[src/inc/dcf_pkg.sv]
// constants and carrier types for the dual-clock fifo flag logic
package dcf_pkg;
    localparam int unsigned DCF_DEPTH_W = 7;
    localparam logic [6:0] DCF_DEPTH = 7'h40;
    localparam logic [6:0] DCF_ONE = 7'h01;
    localparam logic [1:0] DCF_PART_WORD_LAST = 2'h1;
    localparam logic [1:0] DCF_PART_BYTE_LAST = 2'h3;
    // size select codes {hi, lo}; 2'h3 addresses the mailbox, not the fifo
    localparam logic [1:0] DCF_SIZE_LONG = 2'h0;
    localparam logic [1:0] DCF_SIZE_WORD = 2'h1;
    localparam logic [1:0] DCF_SIZE_BYTE = 2'h2;
    localparam logic [1:0] DCF_SIZE_MAIL = 2'h3;
    // flag levels after reset (active low flags)
    localparam logic DCF_EMPTY_N_RST = 1'b0;
    localparam logic DCF_FULL_N_RST = 1'b1;

    typedef struct packed {
        logic clk;
        logic select_n;
        logic direction;
        logic mailbox_sel;
    } dcf_wr_pins_t;

    typedef struct packed {
        logic clk;
        logic select_n;
        logic direction;
        logic [1:0] size;
    } dcf_rd_pins_t;

    typedef struct packed {
        logic empty_n;
        logic almost_empty_n;
        logic full_n;
        logic almost_full_n;
    } dcf_flags_t;

    typedef struct packed {
        dcf_wr_pins_t wr_s1;
        dcf_wr_pins_t wr_s2;
        dcf_rd_pins_t rd_s1;
        dcf_rd_pins_t rd_s2;
        logic wclk_prev;
        logic rclk_prev;
        logic [6:0] count;
        logic [1:0] part;
        dcf_flags_t stage1;
        dcf_flags_t flags;
    } dcf_state_t;
endpackage

[src/hw/dcf_flag_ctrl.sv]
// dual-clock fifo occupancy, read-size handling and status flags
//
// Functional notes
// - empty releases on second read clock after write
// - word/byte reads: empty on final piece only
// - full releases on second write clock after read
// - last piece of long word frees location
// - almost-empty releases two read clocks later
// - almost-full releases two write clocks later
// - write needs select low, direction high, no mailbox
// - read needs select low, direction low, size valid
// - almost-empty level drops on last piece
`timescale 1ns/1ns
module dcf_flag_ctrl
    import dcf_pkg::*;
(
    input wire logic sys_clk,
    input wire logic rst,
    input wire logic write_port_clock,
    input wire logic write_port_select_n,
    input wire logic write_port_direction,
    input wire logic write_port_mailbox_sel,
    input wire logic read_port_clock,
    input wire logic read_port_select_n,
    input wire logic read_port_direction,
    input wire logic read_size_sel_lo,
    input wire logic read_size_sel_hi,
    input wire logic [5:0] almost_empty_offset,
    input wire logic [5:0] almost_full_offset,
    output logic empty_flag_n,
    output logic almost_empty_n,
    output logic full_flag_n,
    output logic almost_full_n,
    output logic [6:0] fill_level
);

    dcf_state_t q_ff;
    dcf_state_t nxt_q;

    // -------------------------------------------------------------
    // port clock edges and cycle qualifiers
    // -------------------------------------------------------------
    // port clocks are sampled, so a port clock must stay well below
    // half of sys_clk; edges are seen on the second synchroniser stage
    logic wr_edge;
    logic rd_edge;
    logic wr_ok;
    logic rd_ok;
    logic rd_last;
    logic rd_done;
    logic [6:0] nxt_count;
    logic [6:0] ae_level;
    logic [6:0] af_level;
    dcf_flags_t raw;

    assign wr_edge = q_ff.wr_s2.clk & ~q_ff.wclk_prev;
    assign rd_edge = q_ff.rd_s2.clk & ~q_ff.rclk_prev;
    // a full fifo ignores writes, an empty one ignores reads
    assign wr_ok = wr_edge & ~q_ff.wr_s2.select_n & q_ff.wr_s2.direction
                 & ~q_ff.wr_s2.mailbox_sel & q_ff.flags.full_n;
    assign rd_ok = rd_edge & ~q_ff.rd_s2.select_n & ~q_ff.rd_s2.direction
                 & (q_ff.rd_s2.size != DCF_SIZE_MAIL)
                 & q_ff.flags.empty_n;
    assign rd_last = (q_ff.rd_s2.size == DCF_SIZE_LONG)
                   | ((q_ff.rd_s2.size == DCF_SIZE_WORD)
                      & (q_ff.part == DCF_PART_WORD_LAST))
                   | (q_ff.part == DCF_PART_BYTE_LAST);
    assign rd_done = rd_ok & rd_last;
    assign nxt_count = q_ff.count + (wr_ok ? DCF_ONE : 7'h00)
                     - (rd_done ? DCF_ONE : 7'h00);
    assign ae_level = {1'b0, almost_empty_offset};
    assign af_level = DCF_DEPTH - {1'b0, almost_full_offset};

    // -------------------------------------------------------------
    // state update
    // -------------------------------------------------------------
    always_comb begin
        nxt_q = q_ff;
        nxt_q.wr_s1 = '{write_port_clock, write_port_select_n,
                        write_port_direction, write_port_mailbox_sel};
        nxt_q.wr_s2 = q_ff.wr_s1;
        nxt_q.rd_s1 = '{read_port_clock, read_port_select_n,
                        read_port_direction,
                        {read_size_sel_hi, read_size_sel_lo}};
        nxt_q.rd_s2 = q_ff.rd_s1;
        nxt_q.wclk_prev = q_ff.wr_s2.clk;
        nxt_q.rclk_prev = q_ff.rd_s2.clk;
        nxt_q.count = nxt_count;
        if (rd_ok) begin
            nxt_q.part = rd_last ? 2'h0 : q_ff.part + 2'h1;
        end
        // raw flags, active low
        raw.empty_n = (nxt_count != 7'h00);
        raw.almost_empty_n = (nxt_count > ae_level);
        raw.full_n = (nxt_count != DCF_DEPTH);
        raw.almost_full_n = (nxt_count < af_level);
        // asserting edges act at once in their own domain; releases
        // caused by the far port pass two port-clock stages
        if (rd_edge) begin
            nxt_q.stage1.empty_n = raw.empty_n;
            nxt_q.flags.empty_n = q_ff.stage1.empty_n & raw.empty_n;
            nxt_q.stage1.almost_empty_n = raw.almost_empty_n;
            nxt_q.flags.almost_empty_n = q_ff.stage1.almost_empty_n
                                       & raw.almost_empty_n;
        end
        if (rd_done) begin
            nxt_q.flags.empty_n = nxt_q.flags.empty_n & raw.empty_n;
        end
        if (wr_edge) begin
            nxt_q.stage1.full_n = raw.full_n;
            nxt_q.flags.full_n = q_ff.stage1.full_n & raw.full_n;
            nxt_q.stage1.almost_full_n = raw.almost_full_n;
            nxt_q.flags.almost_full_n = q_ff.stage1.almost_full_n
                                      & raw.almost_full_n;
        end
    end

    always_ff @(posedge sys_clk) begin
        if (rst) begin
            q_ff <= '0;
            q_ff.stage1.empty_n <= DCF_EMPTY_N_RST;
            q_ff.flags.empty_n <= DCF_EMPTY_N_RST;
            q_ff.stage1.almost_empty_n <= DCF_EMPTY_N_RST;
            q_ff.flags.almost_empty_n <= DCF_EMPTY_N_RST;
            q_ff.stage1.full_n <= DCF_FULL_N_RST;
            q_ff.flags.full_n <= DCF_FULL_N_RST;
            q_ff.stage1.almost_full_n <= DCF_FULL_N_RST;
            q_ff.flags.almost_full_n <= DCF_FULL_N_RST;
        end else begin
            q_ff <= nxt_q;
        end
    end

    assign empty_flag_n = q_ff.flags.empty_n;
    assign almost_empty_n = q_ff.flags.almost_empty_n;
    assign full_flag_n = q_ff.flags.full_n;
    assign almost_full_n = q_ff.flags.almost_full_n;
    assign fill_level = q_ff.count;
endmodule

[config.mk]
export PLATFORM = sky130hd
export DESIGN_NAME = dcf_flag_ctrl
export DESIGN_NICKNAME = d
export VERILOG_FILES = /design/src/inc/dcf_pkg.sv /design/src/hw/dcf_flag_ctrl.sv
export SDC_FILE = /design/constraint.sdc
export NUM_CORES = 1
export LEC_CHECK = 0
export BUFFER_PORTS_ARGS = -buffer_cell sky130_fd_sc_hd__buf_2
export CORE_ASPECT_RATIO = 0.8
export CORE_MARGIN = 4
export CORE_UTILIZATION = 50
export CTS_CLUSTER_SIZE = 20
export DETAILED_ROUTE_END_ITERATION = 8
export HOLD_SLACK_MARGIN = 0.02
export PLACE_DENSITY = 0.73
export SLEW_MARGIN = 0
export SYNTH_ARGS = -nofsm -noshare
export SYNTH_HDL_FRONTEND = slang
export SYNTH_SLANG_ARGS = --single-unit
[constraint.sdc]
create_clock -name sys_clk -period 8.95 [get_ports sys_clk]
set_input_delay 1.3425 -clock sys_clk [delete_from_list [all_inputs] [get_ports sys_clk]]
set_output_delay 1.3425 -clock sys_clk [all_outputs]
set_load 0.05 [all_outputs]
# --- Word level (Yosys, flattened, before mapping) ---
# Index checks and enable logic that the tools add are counted.
totals:
  reg_bits: 37
  word_cells: 71
op_classes:
  add_sub_neg: 4
  magnitude_cmp: 2
  eq_ne: 5
  mux: 5
  bitwise_logic: 25
  reduce_logical: 2
ops:
  columns: ["operator", "n"]
  rows:
  - ["1-bit bitwise AND", 17]
  - ["7-bit by 1-bit adder with 7-bit output", 1]
  - ["7-bit by 6-bit greater-than comparator with 1-bit output", 1]
  - ["7-bit < comparator", 1]
  - ["7-bit inequality test (second input constant)", 1]
  - ["7-bit nonzero test", 1]
  - ["7-bit by 1-bit subtractor with 7-bit output", 1]
  - ["7-bit by 6-bit subtractor with 7-bit output (first input constant)", 1]
  - ["1-bit NOT", 6]
  - ["2-bit by 1-bit == test with 1-bit output (second input constant)", 2]
  - ["2-bit 2-to-1 mux", 2]
  - ["1-bit 2-to-1 mux", 3]
  - ["2-bit by 1-bit adder with 2-bit output (second input constant)", 1]
  - ["2-bit == test (second input constant)", 1]
  - ["2-bit logical NOT", 1]
  - ["2-bit inequality test (second input constant)", 1]
  - ["1-bit bitwise OR", 2]

# --- Logic depth before layout (Yosys ltp) ---
# Gate-level depths: netlist of run 1.
depth:
  ltp_word: 14
  ltp_mapped: 18
  mapped_depth_nobuf: 18

# --- Worst setup path after synthesis of run 1 ---
# Ideal clock, no wire load.
synth_path:
  path_type: "flip-flop to flip-flop"
  from: "reg q_ff, in the netlist full_flag_n"
  to: "reg almost_full_n (netlist name)"
  setup_time_ns: 0.115
  arrival_ns: 3.318
  slack_ns: 5.517
  path_stages_with_launch: 15
  period_less_slack_ns: 3.433
  path_cell_list: "dfxtp_1 > nor4bb_1 > nand2_1 > ha_1 > inv_1 > ha_1 > fa_1 > a211oi_1 > o21bai_1 > a21oi_1 > xnor2_1 > ha_1 > nor2_1 > and2_1 > a31o_1"
synth_between:
  elab_chain_len: 6
synth_rtl:
  columns: ["item", "line_no", "text"]
  rows:
  - ["start, declared", "dcf_flag_ctrl.sv:37", "dcf_state_t q_ff;"]
  - ["start signal, assigned", "dcf_flag_ctrl.sv:130", "q_ff <= nxt_q;"]
  - ["1-bit bitwise AND", "dcf_flag_ctrl.sv:60", "& ~q_ff.wr_s2.mailbox_sel & q_ff.flags.full_n;"]
  - ["1-bit 2-to-1 mux", "dcf_flag_ctrl.sv:69", "assign nxt_count = q_ff.count + (wr_ok ? DCF_ONE : 7'h00)"]
  - ["7-bit by 1-bit adder with 7-bit output", "dcf_flag_ctrl.sv:69", null]
  - ["7-bit by 1-bit subtractor with 7-bit output", "dcf_flag_ctrl.sv:70", "- (rd_done ? DCF_ONE : 7'h00);"]
  - ["named net nxt_count[6]", "dcf_flag_ctrl.sv:51", "logic [6:0] nxt_count;"]
  - ["7-bit < comparator", "dcf_flag_ctrl.sv:96", "raw.almost_full_n = (nxt_count < af_level);"]
  - ["1-bit bitwise AND", "dcf_flag_ctrl.sv:114", "& raw.almost_full_n;"]
# The timed path passes the listed nets, and every way through them passes these cells.
# A chain may end at the register's enable or synchronous reset.

# --- Worst setup path in the final report of run 1 ---
layout_path:
  from: "reg q_ff[9] (netlist bit)"
  to: "reg almost_full_n (netlist name)"
layout_between:
  elab_chain_len: 9
layout_rtl:
  columns: ["item", "line_no", "text"]
  rows:
  - ["2-bit by 1-bit == test with 1-bit output", "dcf_flag_ctrl.sv:66", "& (q_ff.part == DCF_PART_WORD_LAST))"]
  - ["1-bit bitwise AND", "dcf_flag_ctrl.sv:66", null]
  - ["1-bit bitwise OR", "dcf_flag_ctrl.sv:65", "| ((q_ff.rd_s2.size == DCF_SIZE_WORD)"]
  - ["1-bit bitwise OR *", "dcf_flag_ctrl.sv:67", "| (q_ff.part == DCF_PART_BYTE_LAST);"]
  - ["1-bit bitwise AND *", "dcf_flag_ctrl.sv:68", "assign rd_done = rd_ok & rd_last;"]
  - ["1-bit 2-to-1 mux *", "dcf_flag_ctrl.sv:70", null]
  - ["7-bit by 1-bit subtractor with 7-bit output *", "dcf_flag_ctrl.sv:70", null]
  - ["named net nxt_count[6]", "dcf_flag_ctrl.sv:51", null]
  - ["7-bit < comparator *", "dcf_flag_ctrl.sv:96", null]
  - ["1-bit bitwise AND *", "dcf_flag_ctrl.sv:114", null]
# Mark *: on every way through the listed nets, which the timed path passes. The rest lies on a longest branch.

==> qor.yml, run 1 <==
clocking:
  postCtsHoldBufs: 0
  cts_root_buf: "clkbuf_8"
  cts_resized: 0
  cts_tree: "done"
  cts_buffers: 5
  post_cts_buffers: 0
  htree_levels: 2
  clockBufferDepth: 2
  clock_sinks: 37
  clock_latency_ns: 0.28
  cts.clk_slew.worst_paths_ns: 0.07
worst_setup_path:
  path_class: "reg2reg"
  r2r_cells: 17
  cp-end-kind: "flip-flop"
  r2r_slack_ns: 5.28
  start_kind: "flip-flop"
  r2r_end: "almost_full_n"
  regToRegStartpoint: "q_ff[9]"
  arrival_ns: 3.85
  worstPathMaxFanout: 7
  cp.required_ns: 9.12
placement:
  portBuffers: 33
  placedCellCount: 292
  place_congestion: 0.798
  dp_hpwl_mm: 2.56
  placed_area_mm2: 0.00211
  pre_cts_slack_ns: 5.34
layout:
  layout-drive-gt1-share: 0.190
  diodes: 0
  area_growth_pct: 14.5
  fin_util: 0.620
  final_area_mm2: 0.00223
  finalNonFillerCells: 300
  final_nets: 290
floorplan:
  dieWidth_um: 77.7
  start_util: 0.542
  die_area_mm2: 0.00496
  die_h_um: 63.8
  core_mm2: 0.00359
  num_rows: 19
  io_pins: 34
detailed_routing:
  vias: 1461
  dr.pass1.iters: 4
  drc: 0
  drt-met1-wl_mm: 1.74
  drt_iter0_drc: 75
  wl_per_cell_um: 11.1
  top_layer: "met4"
  route.met2.wl_mm: 1.36
  ant_nets: 0
  finalWirelength_mm: 3.34
  vias_per_cell: 4.87
  met3_length_um: 204
power_and_ir_drop:
  leakage_nw: 1.01
  peakVddDrop_v: 0.000127
  total_power_mw: 0.408
  p_per_area_mw_per_mm2: 183
sta:
  setup_ws_ns: 5.28
  rsz0062_at_grt: "no"
  skew_ns: 0.00683
  slew_headroom: 0.563
  final_hold_viol_count: 0
  finalCritPeriodShare: 0.410
  finalSetupViolCount: 0
  fin_tns_setup_ns: 0
  worst_pin_slew_ns: 0.655
  min_period_ns: 3.67
  max_freq_ghz: 0.272
  whs_ns: 0.439
  maxSlewViolCount: 0
global_routing:
  grt_pass1_vias: 1326
  grt_antenna_before_repair: 0
  overflow: 0
  grt_pass1_wl_mm: 5.66
  grt_util_all_layers: 0.141
  grt_max_degree: 39
logic_synthesis:
  ys_ff_latch: 37
  yosysWarningCount: 0
  ys.flop_type: "dfxtp_1"
  syn-num-nets: 261
  synth_edf_count: 0
  syn_area_mm2: 0.00194
  ys_seq_area_frac: 0.381
  syn_inst: 218
  async_flop_share: 0
  synth_area_per_cell_um2: 8.92
  ys_types: 44
hold_path:
  hold_depth: 1
  hold_path.class: "reg2reg"
  min_delay_worst_endpoint: "q_ff[22]"
  hp-start: "nxt_q[22]"
flow_run:
  cap_violations: 0
outcome:
  status: "finished clean"
## logic make-up after synthesis
kind of cell    Yosys count  share of synthesized area
fa+ha+maj                20                      0.133
flops                    37                      0.381
compound gates           38                      0.134
buf+inv                  31                     0.0740
simple gates             84                      0.243
xor+xnor                  8                     0.0360
## cells in the mapped netlist (2+ instances only)
master | count | area, um2
a21o_1 | 2 | 15.0
nand3b_1 | 2 | 15.0
nand2b_1 | 3 | 18.8
xor2_1 | 3 | 26.3
clkbuf_1 | 3 | 11.3
a21oi_1 | 10 | 50.1
xnor2_1 | 5 | 43.8
nor3_1 | 9 | 45.0
a211oi_1 | 3 | 22.5
nand3_1 | 3 | 15.0
o21ai_1 | 3 | 15.0
ha_1 | 19 | 238
o21bai_1 | 2 | 15.0
nand2_1 | 9 | 33.8
a31o_1 | 2 | 17.5
inv_1 | 20 | 75.1
nor2b_1 | 30 | 188
o21ai_0 | 5 | 25.0
nor2_1 | 18 | 67.6
dfxtp_1 | 37 | 741
buf_4 | 7 | 52.6
## power breakdown
part | switching [mW] | leakage, nW | total (mW) | internal, mW
Sequential | 0.00409 | 0.303 | 0.178 | 0.174
Clock | 0.0550 | 0.0574 | 0.146 | 0.0905
Combinational | 0.0508 | 0.652 | 0.0845 | 0.0337
Total | 0.110 | 1.01 | 0.408 | 0.298
## placed cells by master (no fill, tap or decap), types with 2 or more instances in the layout
cell type	netlist	routed
a21oi_1	10	10
nor3_1	9	9
a211oi_1	3	3
nor2_1	18	18
dfxtp_1	37	37
nand3b_1	2	2
ha_1	19	19
inv_1	20	20
nand2_1	9	9
nand2b_1	3	3
o21ai_1	3	3
buf_2	1	33
xor2_1	3	3
o21ai_0	5	5
nand3_1	3	3
nor2b_1	30	30
a31o_1	2	2
o21bai_1	2	2
xnor2_1	5	5
clkbuf_8	0	6
a21o_1	2	2
## critical path: stages, from the launching register on
cell,delay [ns]
dfxtp_1,0.36
inv_1,0.05
ha_1,0.17
nor2b_1,0.11
o21bai_1,0.10
nor2b_1,0.15
ha_1,0.28
inv_1,0.04
ha_1,0.21
fa_1,0.41
a211oi_1,0.36
o21bai_1,0.12
a21oi_1,0.18
xnor2_1,0.32
ha_1,0.27
nor2_1,0.07
and2_1,0.17
a31o_1,0.20
## registers in the layout, indices dropped and copies added, names as in the netlist
register,count
nxt_q,11
empty_flag_n,1
fill_level,7
full_flag_n,1
almost_empty_n,1
q_ff,15
almost_full_n,1
## final cells by class
type                       count  area, um2
timing repair buffer          33        165
sequential                    37        741
fill                         330       1360
clock inverter                 2       37.5
tap                           52       65.1
clock buffer                   6       82.6
inverter                      20       75.1
multi-input combinational    150       1060
## how the worst max path moves through the flow
stage / start / to / slack, ns
2_1_floorplan: full_flag_n / almost_full_n / 5.52
3_3_place_gp: q_ff[9] / almost_full_n / 5.42
3_5_place_dp: q_ff[9] / almost_full_n / 5.34
4_1_cts: q_ff[9] / almost_full_n / 5.28
5_1_grt: q_ff[9] / almost_full_n / 5.00
6_report: q_ff[9] / almost_full_n / 5.28
## layer usage
layer / vias up / track usage
met4: 0 / 0.0467
met2: 25 / 0.208
li1: 790 / -
met1: 641 / 0.194
met5: - / 0
met3: 5 / 0.0449
(Power assumes the default switching activity.)
==> run 2: changes to the inputs <==
==> constraint.sdc (replaced) <==
create_clock -name sys_clk -period 3.76 [get_ports sys_clk]
set_input_delay 0.564 -clock sys_clk [delete_from_list [all_inputs] [get_ports sys_clk]]
set_output_delay 0.564 -clock sys_clk [all_outputs]
set_load 0.05 [all_outputs]
==> run 2 against run 1 <==
Against the previous run: setup slack worse by 5.1 ns; critical path type unchanged; design area increased by 1.0%; largest power group unchanged; combinational power grew to 2.6 times the previous value; largest cell class unchanged; global-route usage increased by 1.1 points; maximum frequency grew 3.9%; cell count rose by 0.33%; power is 140% higher; non-clock buffer count up 1; sequential share of layout area fell by 0.33 points; count of clock-buffer cells in the layout stayed put; critical path depth stayed put.
==> qor.yml, run 2 (synthesis results as in run 1) <==
worst_setup_path:
  critical-path-top-delay-family: "compound AO/OA/AOI/OAI gates"
  worstPathMaxFanout: 4  # -3
  crit_path_cell_trace: "inv_1 -> ha_1 -> nor2b_1 -> o21bai_1 -> nor2b_1 -> ha_1 -> inv_1 -> ha_1 -> a211oi_1 -> or4b_1 -> nand3_2 -> ha_1 -> inv_1 -> a2111oi_0 -> a311oi_1 -> a21o_1 -> a211oi_1"
  regToRegStartpoint: "q_ff[9]"
  start_kind: "flip-flop"
  path_class: "reg2reg"
  crit_buf_inv: 3  # +1
  cp.required_ns: 3.96  # -5.16 ns
  crit_start: "q_ff[9]"
  cp_slowest_cell: "or4b_1"
  cp-end-kind: "flip-flop"
  cpMostUsedCell: "ha_1"
  arrival_ns: 3.73  # -0.12 ns
  max_stage_delay_ns: 0.56  # +0.15 ns
floorplan:
  start_util: 0.542  # unchanged
  dieWidth_um: 77.7  # unchanged
  die_h_um: 63.8  # unchanged
  die_area_mm2: 0.00496  # unchanged
  core_mm2: 0.00359  # unchanged
  num_rows: 19  # unchanged
  io_pins: 34  # unchanged
global_routing:
  grt_pass1_wl_mm: 6.04  # +6.7%
  overflow: 0  # unchanged
  grt_max_degree: 39  # unchanged
  grt_pass1_vias: 1376  # +3.8%
  grt_util_all_layers: 0.152  # +0.0113
  grt_antenna_before_repair: 0  # unchanged
sta:
  max_freq_ghz: 0.283  # +3.9%
  rsz0062_at_grt: "no"
  slew_headroom: 0.557  # -0.00622
  finalSetupViolCount: 0  # unchanged
  final_hold_viol_count: 0  # unchanged
  finalCritPeriodShare: 0.940  # +0.530
  min_period_ns: 3.53  # -0.139 ns
  skew_ns: 0.00520  # -0.00163 ns
  fin_tns_setup_ns: 0  # unchanged
  worst_pin_slew_ns: 0.665  # +0.00933 ns
  maxSlewViolCount: 0  # unchanged
clocking:
  cts.clk_slew.worst_paths_ns: 0.07  # about the same
  cts_root_buf: "clkbuf_8"
  cts_tree: "done"
  clock_latency_ns: 0.29  # about the same
  htree_levels: 2  # unchanged
  post_cts_buffers: 0  # unchanged
  postCtsHoldBufs: 0  # unchanged
  clock_sinks: 37  # unchanged
  cts_buffers: 5  # unchanged
  clockBufferDepth: 2  # unchanged
placement:
  placed_area_mm2: 0.00211  # +0.36%
  place_congestion: 0.795  # -0.36%
  dp_hpwl_mm: 2.66  # +3.8%
  portBuffers: 33  # unchanged
layout:
  seqCellArea_um2: 741  # unchanged
  fin_util: 0.626  # +0.00627
  final_area_mm2: 0.00225  # +1.0%
  layout_commonest_cell: "dfxtp_1"
  layout_common_cells: "dfxtp_1 (37), buf_2 (33), nor2b_1 (30), inv_1 (20), ha_1 (19)"
  regMostFlops: "q_ff"
  multi_input_area_mm2: 0.00107  # +1.4%
  diodes: 0  # unchanged
  fillers: 314  # -4.8%
  final_nets: 291  # +0.34%
  layout-drive-gt1-share: 0.201  # +0.0113
  area_growth_pct: 15.6
  largest_reg_flops: 15  # unchanged
detailed_routing:
  drc: 0  # unchanged
  drt_iter0_drc: 113  # +51%
  wl_per_cell_um: 11.6  # +4.3%
  ant_nets: 0  # unchanged
  vias_per_cell: 5.00  # +2.6%
  finalWirelength_mm: 3.50  # +4.7%
  vias: 1504  # +2.9%
  dr.pass1.iters: 4  # unchanged
power_and_ir_drop:
  p_per_area_mw_per_mm2: 443  # +140%
  peakVddDrop_v: 0.000340  # +170%
  leakage_nw: 1.02  # +0.52%
outcome:
  status: "finished clean"
hold_path:
  hp-start: "nxt_q[29]"
  hold_path.class: "reg2reg"
flow_run:
  cap_violations: 0  # unchanged
[run 2: worst paths after layout]
| kind | slack [ns] | cells after the start | endpoint |
|---|---|---|---|
| worst max-delay path | 0.23 | 17 | q_ff[6] |
| worst min-delay path | 0.44 | 1 | q_ff[29] |
| worst max register to register | 0.23 | 17 | q_ff[6] |
| worst min register to register | 0.44 | 1 | q_ff[29] |
[run 2: repair_timing]
action / CTS / global route
resized for setup: 0 / 3
endpoints found under the setup margin: 0 / 8
hold endpoints to repair: 0 / 0
[run 2: final cells by class]
type,instances,share of cell area
inverters,20,0.0334
repair buffers,34,0.0768
clock inverters,2,0.0167
flip-flops and latches,37,0.329
multi-input cells,150,0.478
clock buffers,6,0.0367
well taps,52,0.0289
[run 2: metal layers]
metal  track usage  part of all wire  up-vias  routed length (um)
met5             0                 0        -                   0
met4        0.0533             0.010        0                  36
met3        0.0435             0.075        4                 262
met2         0.223              0.43       57                1490
met1         0.212              0.49      655                1710
li1              -                 -      788                   -
[run 2: power breakdown]
group          switching (mW)  total, mW  internal (mW)
clock network           0.138      0.354          0.215
registers             0.00961      0.423          0.413
logic                   0.130      0.221         0.0907
total                   0.278      0.997          0.719
[run 2: through the flow]
stage / hold slack [ns] / std cells / total power [mW] / setup slack (ns)
finish: 0.437 / 301 / 0.997 / 0.225
global route: 0.465 / 301 / 1.05 / 0.0299
CTS: 0.443 / 301 / 1.00 / 0.112
detailed placement: 0.426 / 293 / 0.650 / 0.154
global placement: 0.417 / 293 / 0.645 / 0.145
floorplan: 0.414 / 218 / 0.594 / 0.327
